File: config.mk
export PLATFORM = sky130hd
export DESIGN_NAME = dctu_timer_unit
export DESIGN_NICKNAME = d
export VERILOG_FILES = /design/src/design/dctu_pkg.sv /design/src/design/dctu_timer_unit.sv
export VERILOG_INCLUDE_DIRS = /design/src /design/src/design
export SDC_FILE = /design/constraint.sdc
export NUM_CORES = 1
export LEC_CHECK = 0
export BUFFER_PORTS_ARGS = -buffer_cell sky130_fd_sc_hd__buf_2
export CELL_PAD_IN_SITES_DETAIL_PLACEMENT = 2
export CELL_PAD_IN_SITES_GLOBAL_PLACEMENT = 2
export CORE_AREA = 2 2 149 151
export CTS_CLUSTER_DIAMETER = 40
export DETAILED_ROUTE_END_ITERATION = 6
export DIE_AREA = 0 0 151 153
export HOLD_SLACK_MARGIN = 0.06
export PLACE_DENSITY = 0.77
export SKIP_LAST_GASP = 1
export SLEW_MARGIN = 20
export SYNTH_ARGS = -nofsm -noshare
export SYNTH_HDL_FRONTEND = slang
export SYNTH_SLANG_ARGS = --single-unit
File: constraint.sdc
create_clock -name clk_i -period 3 [get_ports clk_i]
set_input_delay 0.3 -clock clk_i [delete_from_list [all_inputs] [get_ports clk_i]]
set_output_delay 0.3 -clock clk_i [all_outputs]
set_load 0.005 [all_outputs]
File: src/design/dctu_defines.svh
// Register offsets, field positions, reset values and timing counts.
// Assumes inclusion by bare name from the timer unit files.
`ifndef DCTU_DEFINES_SVH
`define DCTU_DEFINES_SVH
`define DCTU_ADDR_CTRL      8'h88
`define DCTU_ADDR_MODE      8'h89
`define DCTU_ADDR_C0LO      8'h8A
`define DCTU_ADDR_C1LO      8'h8B
`define DCTU_ADDR_C0HI      8'h8C
`define DCTU_ADDR_C1HI      8'h8D
`define DCTU_ADDR_CLKSEL    8'h8E
`define DCTU_ADDR_IRQCFG    8'h90
`define DCTU_ADDR_IRQEN     8'h91
`define DCTU_ADDR_ACK       8'h92
`define DCTU_BIT_TF1        7
`define DCTU_BIT_TR1        6
`define DCTU_BIT_TF0        5
`define DCTU_BIT_TR0        4
`define DCTU_BIT_IE1        3
`define DCTU_BIT_IT1        2
`define DCTU_BIT_IE0        1
`define DCTU_BIT_IT0        0
`define DCTU_BIT_COUNT1_PIN_GATE      7
`define DCTU_BIT_EVT1       6
`define DCTU_BIT_COUNT0_PIN_GATE      3
`define DCTU_BIT_EVT0       2
`define DCTU_BIT_FAST1      3
`define DCTU_BIT_FAST0      2
`define DCTU_RESET_BYTE     8'h00
`define DCTU_DIV12          12
`define DCTU_DIV4           4
`define DCTU_DIV48          48
`define DCTU_DIV_EXT        8
`endif

File: src/design/dctu_pkg.sv
// Types shared by the dual counter timer unit.
// Assumes nothing of its surroundings.
package dctu_pkg;
  typedef enum logic [1:0] {
    DCTU_MODE13  = 2'b00,
    DCTU_MODE16  = 2'b01,
    DCTU_RELOAD8 = 2'b10,
    DCTU_SPLIT   = 2'b11
  } dctu_mode_type;

  typedef struct packed {
    logic [7:0] ctrl;
    logic [7:0] mode;
    logic [7:0] clksel;
    logic [7:0] irqcfg;
    logic [7:0] irqen;
    logic [7:0] c0lo;
    logic [7:0] c0hi;
    logic [7:0] c1lo;
    logic [7:0] c1hi;
    logic [5:0] pre_cnt;
    logic [2:0] ext_cnt;
    logic [2:0] sync0;
    logic [2:0] sync1;
    logic [2:0] synci0;
    logic [2:0] synci1;
    logic [2:0] syncx;
    logic       act0_prev;
    logic       act1_prev;
    logic       ov1_pulse;
    logic       ack;
    logic [7:0] rdata;
  } dctu_state_type;
endpackage : dctu_pkg

File: src/design/dctu_timer_unit.sv
// Two counter/timers with a classic Wishbone register slave.
// Assumes one system clock; pins are asynchronous and resynchronised here.
`timescale 1ns/10ps
`include "dctu_defines.svh"

// Summary of operation
// - Mode 0 counts thirteen bits: high byte plus low-byte bits four to zero.
// - Thirteen-bit wrap to zero sets the overflow flag and may interrupt.
// - Event select one counts falling edges on the event pin.
// - Fast clock select picks system clock, else the prescaled clock.
// - Counter runs when run bit set and gate off or irq pin active.
// - Setting run never clears or reloads the count.
// - Mode 1 counts all sixteen bits and overflows from all ones.
// - Mode 2 low byte counts and reloads from unchanged high byte.
// - Split mode low byte uses counter 0 controls and flag.
// - Split mode high byte times, runs on run 1, sets flag 1.
// - Counter 1 then counts internally, sets no flag, still outputs overflow.
// - Counter 1 then runs in modes zero to two, stops in mode three.
// - Counter 1 mirrors counter 0 with its own bits and irq pin 1.
// - Overflow flags set by hardware, cleared by writing zero or vectoring.
// - Control register holds run 1 at bit six, run 0 at bit four.
// - Pending flags set by type; vector clear only in edge mode.
// - In level mode pending reads one while pin is active.
// - Type bits two and zero: zero level, one edge.
// - Overflow interrupts only when its enable bit is set.
// - Mode field selects thirteen, sixteen, reload, or split and inactive.
// - Prescale selects divide by twelve, four, forty-eight, or external by eight.
// - Mode register gate and event bits at seven, six, three, two.
// - Clock select bits at three and two, ignored in event mode.
module dctu_timer_unit (
  input  wire logic       clk_i,
  input  wire logic       resetn_i,
  input  wire logic       clk_en_i,
  input  wire logic       wb_cyc_i,
  input  wire logic       wb_stb_i,
  input  wire logic       wb_we_i,
  input  wire logic [7:0] wb_adr_i,
  input  wire logic [3:0] wb_sel_i,
  input  wire logic [31:0] wb_dat_i,
  output logic      [31:0] wb_dat_o,
  output logic            wb_ack_o,
  input  wire logic       count0_event_pin_i,
  input  wire logic       count1_event_pin_i,
  input  wire logic       ext_irq0_pin_i,
  input  wire logic       ext_irq1_pin_i,
  input  wire logic       ext_clock_i,
  input  wire logic       vector_count0_i,
  input  wire logic       vector_count1_i,
  input  wire logic       vector_ext0_i,
  input  wire logic       vector_ext1_i,
  output logic            count0_irq_o,
  output logic            count1_irq_o,
  output logic            ext_irq0_o,
  output logic            ext_irq1_o,
  output logic            count1_overflow_o
);
  import dctu_pkg::*;

  dctu_state_type s_q;
  dctu_state_type s_d;

  // Returns a byte incremented by one, with the carry out in bit eight.
  function automatic logic [8:0] inc8(input logic [7:0] v);
    inc8 = {1'b0, v} + 9'h001;
  endfunction : inc8

  // Advances one byte pair in modes 0 to 2 and reports the overflow.
  function automatic logic [16:0] step_pair(input logic [1:0] md,
                                            input logic [7:0] lo,
                                            input logic [7:0] hi);
    logic [8:0] l;
    logic [8:0] h;
    l = inc8(lo);
    h = inc8(hi);
    step_pair = {1'b0, hi, lo};
    case (md)
      2'b00: begin
        if (lo[4:0] == 5'h1F) begin
          step_pair = {h[8], h[7:0], lo[7:5], 5'h00};
        end else begin
          step_pair = {1'b0, hi, lo[7:5], l[4:0]};
        end
      end
      2'b01: begin
        if (l[8]) begin
          step_pair = {h[8], h[7:0], 8'h00};
        end else begin
          step_pair = {1'b0, hi, l[7:0]};
        end
      end
      2'b10: begin
        if (l[8]) begin
          step_pair = {1'b1, hi, hi};
        end else begin
          step_pair = {1'b0, hi, l[7:0]};
        end
      end
      default: begin
        step_pair = {1'b0, hi, lo};
      end
    endcase
  endfunction : step_pair

  logic        pre_tick;
  logic        fall0;
  logic        fall1;
  logic        act0;
  logic        act1;
  logic        tick0;
  logic        tick1;
  logic        tick_hi;
  logic        run0;
  logic        run1;
  logic        run_hi;
  logic        split;
  logic        ov0;
  logic        ov1;
  logic        ov_hi;
  logic [16:0] r0;
  logic [16:0] r1;
  logic [8:0]  lo_inc;
  logic [8:0]  hi_inc;
  logic        wr;
  logic        rd_hit;
  logic        ext_tick;
  logic        fall_x;
  logic [7:0]  w;
  logic [7:0]  rv;

  always_comb begin
    s_d      = s_q;
    pre_tick = 1'b0;
    ext_tick = 1'b0;
    rv       = 8'h00;
    split    = (s_q.mode[1:0] == DCTU_SPLIT);
    s_d.sync0  = {s_q.sync0[1:0], count0_event_pin_i};
    s_d.sync1  = {s_q.sync1[1:0], count1_event_pin_i};
    s_d.synci0 = {s_q.synci0[1:0], ext_irq0_pin_i};
    s_d.synci1 = {s_q.synci1[1:0], ext_irq1_pin_i};
    s_d.syncx  = {s_q.syncx[1:0], ext_clock_i};
    fall0  = (s_q.sync0[2:1] == 2'b10);
    fall1  = (s_q.sync1[2:1] == 2'b10);
    fall_x = (s_q.syncx[2:1] == 2'b10);
    act0 = s_q.synci0[2] ^ ~s_q.irqcfg[3];
    act1 = s_q.synci1[2] ^ ~s_q.irqcfg[7];
    s_d.act0_prev = act0;
    s_d.act1_prev = act1;
    s_d.pre_cnt = s_q.pre_cnt + 6'h01;
    if (fall_x) begin
      s_d.ext_cnt = s_q.ext_cnt + 3'h1;
      ext_tick    = (s_q.ext_cnt == 3'(`DCTU_DIV_EXT - 1));
    end
    case (s_q.clksel[1:0])
      2'b00: pre_tick = (s_q.pre_cnt >= 6'(`DCTU_DIV12 - 1));
      2'b01: pre_tick = (s_q.pre_cnt >= 6'(`DCTU_DIV4 - 1));
      2'b10: pre_tick = (s_q.pre_cnt >= 6'(`DCTU_DIV48 - 1));
      default: pre_tick = ext_tick;
    endcase
    if (pre_tick || s_q.clksel[1:0] == 2'b11) begin
      s_d.pre_cnt = 6'h00;
    end
    tick0 = s_q.mode[`DCTU_BIT_EVT0] ? fall0 :
            (s_q.clksel[`DCTU_BIT_FAST0] ? 1'b1 : pre_tick);
    tick1 = (s_q.mode[`DCTU_BIT_EVT1] && !split) ? fall1 :
            (s_q.clksel[`DCTU_BIT_FAST1] ? 1'b1 : pre_tick);
    tick_hi = s_q.clksel[`DCTU_BIT_FAST1] ? 1'b1 : pre_tick;
    run0 = s_q.ctrl[`DCTU_BIT_TR0] &&
           (!s_q.mode[`DCTU_BIT_COUNT0_PIN_GATE] || act0);
    run1 = split ? (s_q.mode[5:4] != 2'b11) :
           (s_q.ctrl[`DCTU_BIT_TR1] &&
            (!s_q.mode[`DCTU_BIT_COUNT1_PIN_GATE] || act1) &&
            s_q.mode[5:4] != 2'b11);
    run_hi = s_q.ctrl[`DCTU_BIT_TR1];
    ov0 = 1'b0;
    ov1 = 1'b0;
    ov_hi = 1'b0;
    r0 = step_pair(s_q.mode[1:0], s_q.c0lo, s_q.c0hi);
    r1 = step_pair(s_q.mode[5:4], s_q.c1lo, s_q.c1hi);
    lo_inc = inc8(s_q.c0lo);
    hi_inc = inc8(s_q.c0hi);
    if (clk_en_i && split) begin
      if (run0 && tick0) begin
        s_d.c0lo = lo_inc[7:0];
        ov0      = lo_inc[8];
      end
      if (run_hi && tick_hi) begin
        s_d.c0hi = hi_inc[7:0];
        ov_hi    = hi_inc[8];
      end
    end else if (clk_en_i && run0 && tick0) begin
      s_d.c0lo = r0[7:0];
      s_d.c0hi = r0[15:8];
      ov0      = r0[16];
    end
    if (clk_en_i && run1 && tick1) begin
      s_d.c1lo = r1[7:0];
      s_d.c1hi = r1[15:8];
      ov1      = r1[16];
    end
    s_d.ov1_pulse = ov1;
    // Register slave, one wait state, byte lane zero.
    wr = wb_cyc_i && wb_stb_i && !s_q.ack && wb_we_i && wb_sel_i[0];
    rd_hit = wb_cyc_i && wb_stb_i && !s_q.ack;
    w = wb_dat_i[7:0];
    s_d.ack = rd_hit;
    if (wr) begin
      case (wb_adr_i)
        `DCTU_ADDR_CTRL: s_d.ctrl = w;
        `DCTU_ADDR_MODE: s_d.mode = w;
        `DCTU_ADDR_C0LO: s_d.c0lo = w;
        `DCTU_ADDR_C1LO: s_d.c1lo = w;
        `DCTU_ADDR_C0HI: s_d.c0hi = w;
        `DCTU_ADDR_C1HI: s_d.c1hi = w;
        `DCTU_ADDR_CLKSEL: s_d.clksel = w;
        `DCTU_ADDR_IRQCFG: s_d.irqcfg = w;
        `DCTU_ADDR_IRQEN: s_d.irqen = w;
        default: s_d.ctrl = s_d.ctrl;
      endcase
    end
    if (vector_count0_i) s_d.ctrl[`DCTU_BIT_TF0] = 1'b0;
    if (vector_count1_i) s_d.ctrl[`DCTU_BIT_TF1] = 1'b0;
    if (vector_ext0_i && s_q.ctrl[`DCTU_BIT_IT0]) begin
      s_d.ctrl[`DCTU_BIT_IE0] = 1'b0;
    end
    if (vector_ext1_i && s_q.ctrl[`DCTU_BIT_IT1]) begin
      s_d.ctrl[`DCTU_BIT_IE1] = 1'b0;
    end
    if (ov0) s_d.ctrl[`DCTU_BIT_TF0] = 1'b1;
    if ((ov1 && !split) || ov_hi) s_d.ctrl[`DCTU_BIT_TF1] = 1'b1;
    if (s_q.ctrl[`DCTU_BIT_IT0] ? (act0 && !s_q.act0_prev) : act0) begin
      s_d.ctrl[`DCTU_BIT_IE0] = 1'b1;
    end
    if (s_q.ctrl[`DCTU_BIT_IT1] ? (act1 && !s_q.act1_prev) : act1) begin
      s_d.ctrl[`DCTU_BIT_IE1] = 1'b1;
    end
    case (wb_adr_i)
      `DCTU_ADDR_CTRL: rv = s_q.ctrl;
      `DCTU_ADDR_MODE: rv = s_q.mode;
      `DCTU_ADDR_C0LO: rv = s_q.c0lo;
      `DCTU_ADDR_C1LO: rv = s_q.c1lo;
      `DCTU_ADDR_C0HI: rv = s_q.c0hi;
      `DCTU_ADDR_C1HI: rv = s_q.c1hi;
      `DCTU_ADDR_CLKSEL: rv = s_q.clksel;
      `DCTU_ADDR_IRQCFG: rv = s_q.irqcfg;
      `DCTU_ADDR_IRQEN: rv = s_q.irqen;
      default: rv = 8'h00;
    endcase
    if (rd_hit && !wb_we_i) s_d.rdata = rv;
    if (!clk_en_i) begin
      s_d = s_q;
    end
  end

  always_ff @(posedge clk_i) begin
    if (!resetn_i) begin
      s_q        <= '0;
      s_q.sync0  <= 3'b111;
      s_q.sync1  <= 3'b111;
      s_q.synci0 <= 3'b111;
      s_q.synci1 <= 3'b111;
    end else begin
      s_q <= s_d;
    end
  end

  assign wb_dat_o          = {24'h000000, s_q.rdata};
  assign wb_ack_o          = s_q.ack;
  assign count0_irq_o      = s_q.ctrl[`DCTU_BIT_TF0] && s_q.irqen[1];
  assign count1_irq_o      = s_q.ctrl[`DCTU_BIT_TF1] && s_q.irqen[3];
  assign ext_irq0_o        = s_q.ctrl[`DCTU_BIT_IE0] && s_q.irqen[0];
  assign ext_irq1_o        = s_q.ctrl[`DCTU_BIT_IE1] && s_q.irqen[2];
  assign count1_overflow_o = s_q.ov1_pulse;
endmodule : dctu_timer_unit

==> qor.yml, run 1 <==
drtPass1Iterations: 5
tightestPinTransition_ns: 0.982
required_ns: 3.25
synth_flop_cell: "dfxtp_1"
postRouteAntennaNets: 0
grt_max_degree: 58
setup_violations: 0
finalHoldViolations: 0
drive_above_1_share: 0.148
switching_share: 0.283
cap_violations: 0
synth-seq-cells: 108
diodes: 0
cp_max_fo: 9
route.detailed.drc: 0
io_pins: 97
drtIter0Drc: 477
grt_use_total: 0.262
root_buffer: "clkbuf_16"
cp.arrival_ns: 3.09
nFillCells: 2556
syn_area_um2: 7190
synth_edf_count: 0
place.gp.congestion: 0.903
synthArstFlopShare: 0
seq_power_share: 0.477
leakagePower_nw: 2.91
core_area_um2: 21500
fp.dieH_um: 153
power_frac_clock: 0.442
clock-sinks: 108
die_w_um: 151
postRouteWirelength_mm: 29.9
rsz0062_at_grt: "no"
startpoint: "s_q[30]"
cts_made_buffers: 9
reg2reg_from: "s_q[30]"
layout_commonest_cell: "nand2_1"
rows: 54
clock_latency_ns: 0.37
post-route-min-period_ns: 2.84
grt_pass1_vias: 7730
cts_resized: 0
clk_pin_slew_ns: 0.08
hp-start: "count1_event_pin_i"
critical_path_class: "flip-flop to flip-flop"
ctsHoldBuffers: 0
postCtsSetupBuffers: 0
clockBufferDepth: 2
routedWlPerCell_um: 24.0
comb_power_share: 0.081
worst_clock_skew_ns: 0.00877
final_util: 0.370
die_area_um2: 23100
ys_warn_count: 0
status: "finished clean"
slew_viol_final: 0
internal-power_mw: 2.20
yosysUniqueCellTypes: 91
hpwl_mm: 21.5
p_per_area_nw_per_um2: 385
grt_overflow: 0
seq_area_frac_synth: 0.301
finalNetCount: 1027
cts_tree: "built"
cts_max_level: 3
viasPerCell: 5.98
most-common-layout-cells: "nand2_1 (139), dfxtp_1 (108), nor2_1 (83)"
cp-end-kind: "flip-flop"
fmax_mhz: 353
synth.avg_cell_area_um2: 7.65
peakVddDrop_mv: 0.262
hp-class: "primary input to flip-flop"
grt_antenna_before_repair: 0
cp-start-kind: "flip-flop"
tns_ns: 0
vias: 7435
grt_pass1_wl_mm: 46.3
port_buffers: 45
p_sw_mw: 0.868
layout-area-overhead-vs-synth_pct: 10.7
finalCritPeriodShare: 0.945
relSlewSlack: 0.343
synth_cells: 939
start_util: 0.334
[state kept, by name, indices dropped and copies added, names as in the netlist]
| name | cells |
|---|---|
| count1_overflow_o | 1 |
| run_hi | 1 |
| s_q | 97 |
| wb_ack_o | 1 |
| wb_dat_o | 8 |
[metrics by stage]
stage | cells | total power, mW | instance area [um2] | setup WS, ns | hold slack, ns
floorplan | 962 | 1.66 | 7270 | 0.683 | 0.428
global placement | 1227 | 1.73 | 7620 | 0.327 | 0.437
detailed placement | 1227 | 1.74 | 7620 | 0.295 | 0.452
CTS | 1243 | 3.09 | 7950 | 0.200 | 0.143
global route | 1243 | 3.17 | 7960 | 0.00492 | 0.167
finish | 1243 | 3.07 | 7960 | 0.164 | 0.146
[per-layer routing]
layer | vias to the layer above | share of wire | global-route usage | wire length (um)
met2 | 213 | 0.48 | 0.433 | 14300
met4 | 0 | 0.027 | 0.0841 | 797
met5 | - | 0 | 0 | 0
met3 | 50 | 0.046 | 0.0340 | 1380
li1 | 3387 | - | - | -
met1 | 3785 | 0.45 | 0.352 | 13400
[critical path: stages, from the launching register on]
cell       delay, ns
dfxtp_1         0.40
ha_1            0.26
a31oi_1         0.17
o211ai_2        0.32
a211oi_2        0.15
buf_4           0.17
nor3_2          0.56
a31oi_1         0.27
a2111oi_2       0.42
[synth_stat cells (5+ instances only)]
master | number | area share
o211ai_1 | 6 | 0.0063
a21o_1 | 11 | 0.011
ha_1 | 10 | 0.017
o22ai_1 | 16 | 0.014
dfxtp_1 | 108 | 0.30
a211oi_1 | 7 | 0.0073
a32oi_1 | 6 | 0.0073
a31oi_1 | 22 | 0.019
inv_1 | 22 | 0.011
and3_1 | 9 | 0.0078
clkbuf_1 | 50 | 0.026
a22oi_1 | 12 | 0.013
nor4_1 | 10 | 0.0087
nand2_1 | 139 | 0.073
nor2_1 | 83 | 0.043
nand4_1 | 7 | 0.0061
o21a_1 | 7 | 0.0073
a21oi_1 | 57 | 0.040
xnor2_1 | 6 | 0.0073
buf_4 | 34 | 0.036
buf_2 | 8 | 0.0056
nand2b_1 | 12 | 0.010
xor2_1 | 11 | 0.013
nor2b_1 | 10 | 0.0087
a221oi_1 | 10 | 0.012
nor3_1 | 20 | 0.014
and2_1 | 9 | 0.0078
nand3_1 | 28 | 0.020
o21ai_0 | 55 | 0.038
buf_1 | 5 | 0.0026
mux2_2 | 6 | 0.0094
or3_1 | 8 | 0.0070
mux2i_1 | 43 | 0.060
[power by group through the flow]
stage          combinational (mW)  clock [mW]  sequential, mW
5_1_grt                     0.267        1.44            1.46
3_3_place_gp                0.239           0            1.49
6_report                    0.249        1.36            1.46
3_5_place_dp                0.245           0            1.50
2_1_floorplan               0.165           0            1.49
4_1_cts                     0.246        1.38            1.46
[cell families after synthesis]
kind of cell,count (synthesis),share of synthesized area
AND/OR/NAND/NOR,369,0.253
AO/OA/AOI/OAI,263,0.251
buffers and inverters,120,0.0829
flip-flops,108,0.301
multiplexers,50,0.0724
XOR/XNOR,17,0.0207
adder cells (fa/ha/maj),11,0.0188
other,1,0.000522
[layout make-up]
type | instances | area, um2 | area share
tap | 280 | 350 | 0.0440
multi-input combinational | 734 | 4530 | 0.569
clock buffer | 9 | 225 | 0.0283
clock inverter | 7 | 100 | 0.0126
timing repair buffer | 83 | 510 | 0.0642
inverter | 22 | 82.6 | 0.0104
sequential | 108 | 2160 | 0.272
[worst paths after layout]
path / to / slack, ns / cells past startpoint
setup reg to reg: s_q[54] / 0.16 / 8
setup / recovery: s_q[54] / 0.16 / 8
hold / removal: s_q[21] / 0.15 / 3
hold reg to reg: s_q[72] / 0.46 / 2
Note: power is estimated with default switching activity, not from simulation.
==> run 2: changes to the inputs <==
Settings changed: ABC_AREA set to 1, CORE_AREA 2 2 149 151 to 2 2 162 164, DIE_AREA 0 0 151 153 to 0 0 164 166, PLACE_DENSITY 0.77 to 0.76.
==> qor.yml, run 2 <==
tns_ns: 0  # unchanged
cpPeakStageDelay_ns: 0.42  # was 0.56 ns
largest_reg_flops: 97  # unchanged
clock-sinks: 108  # unchanged
finalCritPeriodShare: 0.828  # was 0.945
die_w_um: 164  # was 151 um
placedCellCount: 1619  # was 1227
cts_resized: 0  # unchanged
cp_slowest_cell: "dfxtp_1"  # was nor3_2
leakagePower_nw: 3.73  # was 2.91 nW
synthArstFlopShare: 0  # unchanged
yosysMostFrequentCell: "nand2_1"  # unchanged
cp-start-kind: "flip-flop"  # unchanged
startpoint: "s_q[60]"  # was s_q[30]
worst_clock_skew_ns: 0.0145  # was 0.00877 ns
root_buffer: "clkbuf_16"  # unchanged
cp-endpoint: "s_q[58]"  # was s_q[54]
rows: 59  # was 54
synthTopCellsByArea: "dfxtp_1 (28%), nand2_1 (17%), nand3_1 (8.6%), inv_1 (7.3%), o21ai_0 (7.2%)"  # was dfxtp_1 (30%), nand2_1 (7.3%), mux2i_1 (6.0%), nor2_1 (4.3%), a21oi_1 (4.0%)
place.gp.congestion: 0.908  # was 0.903
vias: 8710  # was 7435
required_ns: 3.30  # was 3.25 ns
synth.avg_cell_area_um2: 6.09  # was 7.65 um2
finalNetCount: 1364  # was 1027
core_area_um2: 25600  # was 21500 um2
synth_cells: 1272  # was 939
total_power_mw: 3.00  # was 3.07 mW
cts_made_buffers: 9  # unchanged
port_buffers: 45  # unchanged
synth_flop_cell: "dfxtp_1"  # unchanged
status: "finished clean"  # unchanged
reg2reg_from: "s_q[60]"  # was s_q[30]
top_register: "s_q"  # unchanged
crit_family: "simple AND/OR/NAND/NOR gates"  # was compound AO/OA/AOI/OAI gates
seqCellArea_um2: 2160  # unchanged
cp.depth: 16  # was 8
slew_viol_final: 0  # unchanged
relSlewSlack: 0.414  # was 0.343
layout-area-overhead-vs-synth_pct: 9.39  # was 10.7%
route.detailed.drc: 0  # unchanged
peakVddDrop_mv: 0.258  # was 0.262 mV
start_util: 0.303  # was 0.334
yosysUniqueCellTypes: 55  # was 91
rsz0062_at_grt: "no"  # unchanged
die_area_um2: 27200  # was 23100 um2
hp-class: "primary input to flip-flop"  # unchanged
ys_warn_count: 0  # unchanged
grt_antenna_before_repair: 0  # unchanged
syn_area_um2: 7750  # was 7190 um2
synth-seq-cells: 108  # unchanged
grt_max_degree: 49  # was 58
finalHoldViolations: 0  # unchanged
synth_common_cells: "nand2_1 (357), inv_1 (150), nand3_1 (133)"  # was nand2_1 (139), dfxtp_1 (108), nor2_1 (83)
drive_above_1_share: 0.0969  # was 0.148
drtIter0Drc: 511  # was 477
cts_tree: "built"  # unchanged
cp-end-kind: "flip-flop"  # unchanged
place_ws_ns: 0.521  # was 0.295 ns
cp_max_fo: 6  # was 9
r2r_slack_ns: 0.52  # was 0.16 ns
post-route-min-period_ns: 2.48  # was 2.84 ns
synth_top_area_frac: 0.279  # was 0.301
routedWlPerCell_um: 19.7  # was 24.0 um
critical_path_class: "flip-flop to flip-flop"  # unchanged
io_pins: 97  # unchanged
cp_num_buf_inv: 3  # was 1
seq_area_frac_synth: 0.279  # was 0.301
layout_commonest_cell: "nand2_1"  # unchanged
ctsHoldBuffers: 0  # unchanged
drtPass1Iterations: 5  # unchanged
tightestPinTransition_ns: 0.879  # was 0.982 ns
fmax_mhz: 403  # was 353 MHz
multi_input_area_um2: 4590  # was 4530 um2
clockBufferDepth: 2  # unchanged
postRouteWirelength_mm: 32.3  # was 29.9 mm
postCtsSetupBuffers: 0  # unchanged
viasPerCell: 5.33  # was 5.98
clock_latency_ns: 0.37  # about the same
nFillCells: 3236  # was 2556
final_util: 0.331  # was 0.370
most-common-layout-cells: "nand2_1 (357), inv_1 (148), nand3_1 (133)"  # was nand2_1 (139), dfxtp_1 (108), nor2_1 (83)
cp.arrival_ns: 2.79  # was 3.09 ns
p_per_area_nw_per_um2: 354  # was 385 nW/um2
grt_pass1_vias: 9060  # was 7730
fin_ws_ns: 0.516  # was 0.164 ns
grt_pass1_wl_mm: 50.9  # was 46.3 mm
setup_violations: 0  # unchanged
crit_path_frequent_cell: "nand2_1"  # was a31oi_1
r2r_end: "s_q[58]"  # was s_q[54]
cts_max_level: 3  # unchanged
hpwl_mm: 24.5  # was 21.5 mm
fp.dieH_um: 166  # was 153 um
grt_overflow: 0  # unchanged
postRouteAntennaNets: 0  # unchanged
reg2regPathDepth: 16  # was 8
cap_violations: 0  # unchanged
grt_use_total: 0.240  # was 0.262
path_cells: "ha_1 > nand2_1 > nor2_4 > ha_1 > inv_1 > nor2_1 > inv_1 > o21ai_2 > inv_2 > nor2_1 > nand3_1 > nand2_1 > nand3_1 > nand2_1 > nand2_1 > a21oi_1"  # was ha_1 > a31oi_1 > o211ai_2 > a211oi_2 > buf_4 > nor3_2 > a31oi_1 > a2111oi_2
clk_pin_slew_ns: 0.09  # was 0.08 ns
stdcell_count: 1635  # was 1243
synth_top_area_cell: "dfxtp_1"  # unchanged
diodes: 0  # unchanged
synth_edf_count: 0  # unchanged
## run 2: cell families (layout without fill, tap and decap cells)
| family | Yosys count | count (layout) | synth area share |
|---|---|---|---|
| and+or+nand+nor | 644 | 644 | 0.362 |
| AOI/OAI and AO/OA | 261 | 261 | 0.189 |
| buffers and inverters | 236 | 241 | 0.140 |
| DFF | 108 | 108 | 0.279 |
| xor gates and xnor gates | 12 | 12 | 0.0136 |
| adders and majority gates | 10 | 10 | 0.0161 |
| other | 1 | 24 | 0.000484 |
## run 2: layer usage
metal  global-route usage  vias to the layer above  wire length (um)  share of wire
met1                0.305                     4368             14400           0.45
met5                    0                        -                 0              0
met4               0.0793                        0               875          0.027
met3               0.0230                       43               907          0.028
li1                     -                     4157                 -              -
met2                0.421                      142             16000           0.50
## run 2: worst min-delay path: cells and delay by family
| kind | cells | cell delay (ns) |
|---|---|---|
| buf+inv | 1 | 0.07 |
| simple gates | 2 | 0.10 |
## run 2: layout make-up
| cell class | instances | share of cell area |
|---|---|---|
| Sequential cell | 108 | 0.255 |
| Timing Repair Buffer | 68 | 0.0469 |
| Multi-Input combinational cell | 951 | 0.541 |
| Inverter | 157 | 0.0704 |
| Clock inverter | 7 | 0.0105 |
| Clock buffer | 9 | 0.0266 |
| Tap cell | 335 | 0.0494 |
## run 2: through the flow
| stage | hold slack (ns) | instance area, um2 |
|---|---|---|
| after floorplan | 0.426 | 7840 |
| final | 0.133 | 8480 |
| after detailed placement | 0.444 | 8170 |
| after global placement | 0.437 | 8170 |
| after global routing | 0.142 | 8480 |
| after CTS | 0.124 | 8480 |
## run 2: report_power, final
group	leakage (nW)	switching, mW	total (mW)	internal (mW)
logic	2.70	0.177	0.238	0.0611
clock network	0.153	0.684	1.29	0.608
registers	0.875	0.0161	1.47	1.46
## run 2: worst min path at each step
stage | slack, ns | from | to | cells after the start
finish | 0.13 | count0_event_pin_i | s_q[24] | 3
detailed placement | 0.44 | s_q[15] | s_q[15] | 2
global placement | 0.44 | s_q[28] | s_q[28] | 2
CTS | 0.12 | count0_event_pin_i | s_q[24] | 3
global route | 0.14 | ext_irq1_pin_i | s_q[15] | 3
floorplan | 0.43 | ext_irq1_pin_i | s_q[15] | 2
==> run 3: changes to the inputs <==
Clock period 3 ns to 2.5 ns, I/O delays scaled along.
==> qor.yml, run 3 (synthesized netlist as in run 2, its figures left out) <==
cts_made_buffers: 9  # unchanged
cts_resized: 0  # unchanged
clock-sinks: 108  # unchanged
cts_max_level: 3  # unchanged
reg2regPathDepth: 16  # unchanged
layout_commonest_cell: "nand2_1"  # unchanged
tightestPinTransition_ns: 0.702  # was 0.879 ns
path_cells: "ha_1 > nand2_1 > nor2_4 > ha_4 > inv_1 > nor2_2 > inv_1 > o21ai_2 > inv_2 > nor2_1 > nand3_1 > nand2_1 > nand3_1 > nand2_1 > nand2_1 > a21oi_1"  # was ha_1 > nand2_1 > nor2_4 > ha_1 > inv_1 > nor2_1 > inv_1 > o21ai_2 > inv_2 > nor2_1 > nand3_1 > nand2_1 > nand3_1 > nand2_1 > nand2_1 > a21oi_1
status: "finished clean"  # unchanged
r2r_slack_ns: 0.25  # was 0.52 ns
fp.dieH_um: 166  # unchanged
cp.arrival_ns: 2.56  # was 2.79 ns
start_util: 0.303  # unchanged
die_area_um2: 27200  # unchanged
hp-start: "ext_irq1_pin_i"  # was count0_event_pin_i
critical_path_class: "flip-flop to flip-flop"  # unchanged
seqCellArea_um2: 2160  # about the same
setup_violations: 0  # unchanged
r2r_end: "s_q[57]"  # was s_q[58]
diodes: 0  # unchanged
layout-area-overhead-vs-synth_pct: 12.2  # was 9.39%
fin_ws_ns: 0.253  # was 0.516 ns
io_pins: 97  # unchanged
leakagePower_nw: 3.85  # was 3.73 nW
finalCritPeriodShare: 0.899  # was 0.828
finalNetCount: 1388  # was 1364
largest_reg_flops: 97  # unchanged
relSlewSlack: 0.532  # was 0.414
postCtsSetupBuffers: 0  # unchanged
top_register: "s_q"  # unchanged
cp-start-kind: "flip-flop"  # unchanged
total_power_mw: 3.60  # was 3.00 mW
finalHoldViolations: 0  # unchanged
rsz0062_at_grt: "no"  # unchanged
cpPeakStageDelay_ns: 0.40  # was 0.42 ns
grt_pass1_wl_mm: 51.8  # was 50.9 mm
route.detailed.drc: 0  # unchanged
cp_slowest_cell: "dfxtp_1"  # unchanged
grt_max_degree: 49  # unchanged
final_util: 0.339  # was 0.331
routedWlPerCell_um: 20.0  # was 19.7 um
cp-end-kind: "flip-flop"  # unchanged
post-route-min-period_ns: 2.25  # was 2.48 ns
place_ws_ns: 0.111  # was 0.521 ns
cp_max_fo: 6  # unchanged
cts_tree: "built"  # unchanged
postRouteAntennaNets: 0  # unchanged
slew_viol_final: 0  # unchanged
die_w_um: 164  # unchanged
peakVddDrop_mv: 0.286  # was 0.258 mV
most-common-layout-cells: "nand2_1 (357), inv_1 (148), nand3_1 (133)"  # unchanged
postRouteWirelength_mm: 33.1  # was 32.3 mm
rows: 59  # unchanged
multi_input_area_um2: 4610  # was 4590 um2
tns_ns: 0  # unchanged
fmax_mhz: 445  # was 403 MHz
clockBufferDepth: 2  # unchanged
hpwl_mm: 25.3  # was 24.5 mm
grt_use_total: 0.246  # was 0.240
drtIter0Drc: 515  # was 511
vias: 8686  # was 8710
p_per_area_nw_per_um2: 414  # was 354 nW/um2
holdPathStages: 3  # unchanged
worst_clock_skew_ns: 0.0125  # was 0.0145 ns
place.gp.congestion: 0.922  # was 0.908
clk_pin_slew_ns: 0.09  # about the same
crit_path_frequent_cell: "nand2_1"  # unchanged
cap_violations: 0  # unchanged
reg2reg_from: "s_q[61]"  # was s_q[60]
hp-class: "primary input to flip-flop"  # unchanged
port_buffers: 45  # unchanged
whs_endpoint: "s_q[15]"  # was s_q[24]
root_buffer: "clkbuf_16"  # unchanged
grt_antenna_before_repair: 1  # was 0
grt_pass1_vias: 9132  # was 9060
clock_latency_ns: 0.37  # about the same
drive_above_1_share: 0.116  # was 0.0969
core_area_um2: 25600  # unchanged
required_ns: 2.81  # was 3.30 ns
grt_overflow: 0  # unchanged
viasPerCell: 5.24  # was 5.33
drtPass1Iterations: 5  # unchanged
nFillCells: 3212  # was 3236
ctsHoldBuffers: 0  # unchanged
fin_hold_ws_ns: 0.0859  # was 0.133 ns
-- run 3: cell types whose count changed in the layout (fill, tap and decap cells not counted), sizes merged --
cell,delta
inv,-2
clkinv,+2
buf,+24
-- run 3: area by class of cell --
type | instances | area share
clock buffer | 9 | 0.0259
clock inverter | 7 | 0.0105
multi-input combinational | 951 | 0.530
sequential | 108 | 0.249
tap | 335 | 0.0482
inverter | 157 | 0.0687
timing repair buffer | 92 | 0.0679
-- run 3: stage by stage --
step / cell area [um2] / std cells
2_1_floorplan: 7840 / 1295
3_3_place_gp: 8360 / 1643
3_5_place_dp: 8360 / 1643
4_1_cts: 8670 / 1659
5_1_grt: 8690 / 1659
6_report: 8690 / 1659
-- run 3: worst max-delay path, delay by kind of cell (launching register included) --
kind | cells | cell delay (ns)
flops | 1 | 0.40
simple gates | 9 | 0.94
compound gates | 2 | 0.21
buf+inv | 3 | 0.24
fa+ha+maj | 2 | 0.40
-- run 3: worst max path at each step --
stage                     slack, ns     from  endpoint  cells past startpoint
final                          0.25  s_q[61]   s_q[57]                     16
after global routing           0.03  s_q[61]   s_q[57]                     16
after CTS                      0.09  s_q[60]   s_q[57]                     16
after detailed placement       0.11  s_q[60]   s_q[57]                     16
after global placement         0.19  s_q[60]   s_q[57]                     16
after floorplan                0.58  s_q[60]   s_q[57]                     16
-- run 3: layer usage --
metal  GRT usage  part of all wire  vias up
li1            -                 -     4204
met1       0.317              0.44     4308
met2       0.432              0.50      141
met3      0.0282             0.038       33
met4      0.0652             0.019        0
met5           0                 0        -
-- run 3: report_power, final --
part	internal [mW]	switching (mW)	leakage, nW
combinational	0.0749	0.217	2.82
clock	0.723	0.821	0.152
sequential	1.75	0.0198	0.876
total	2.54	1.06	3.85
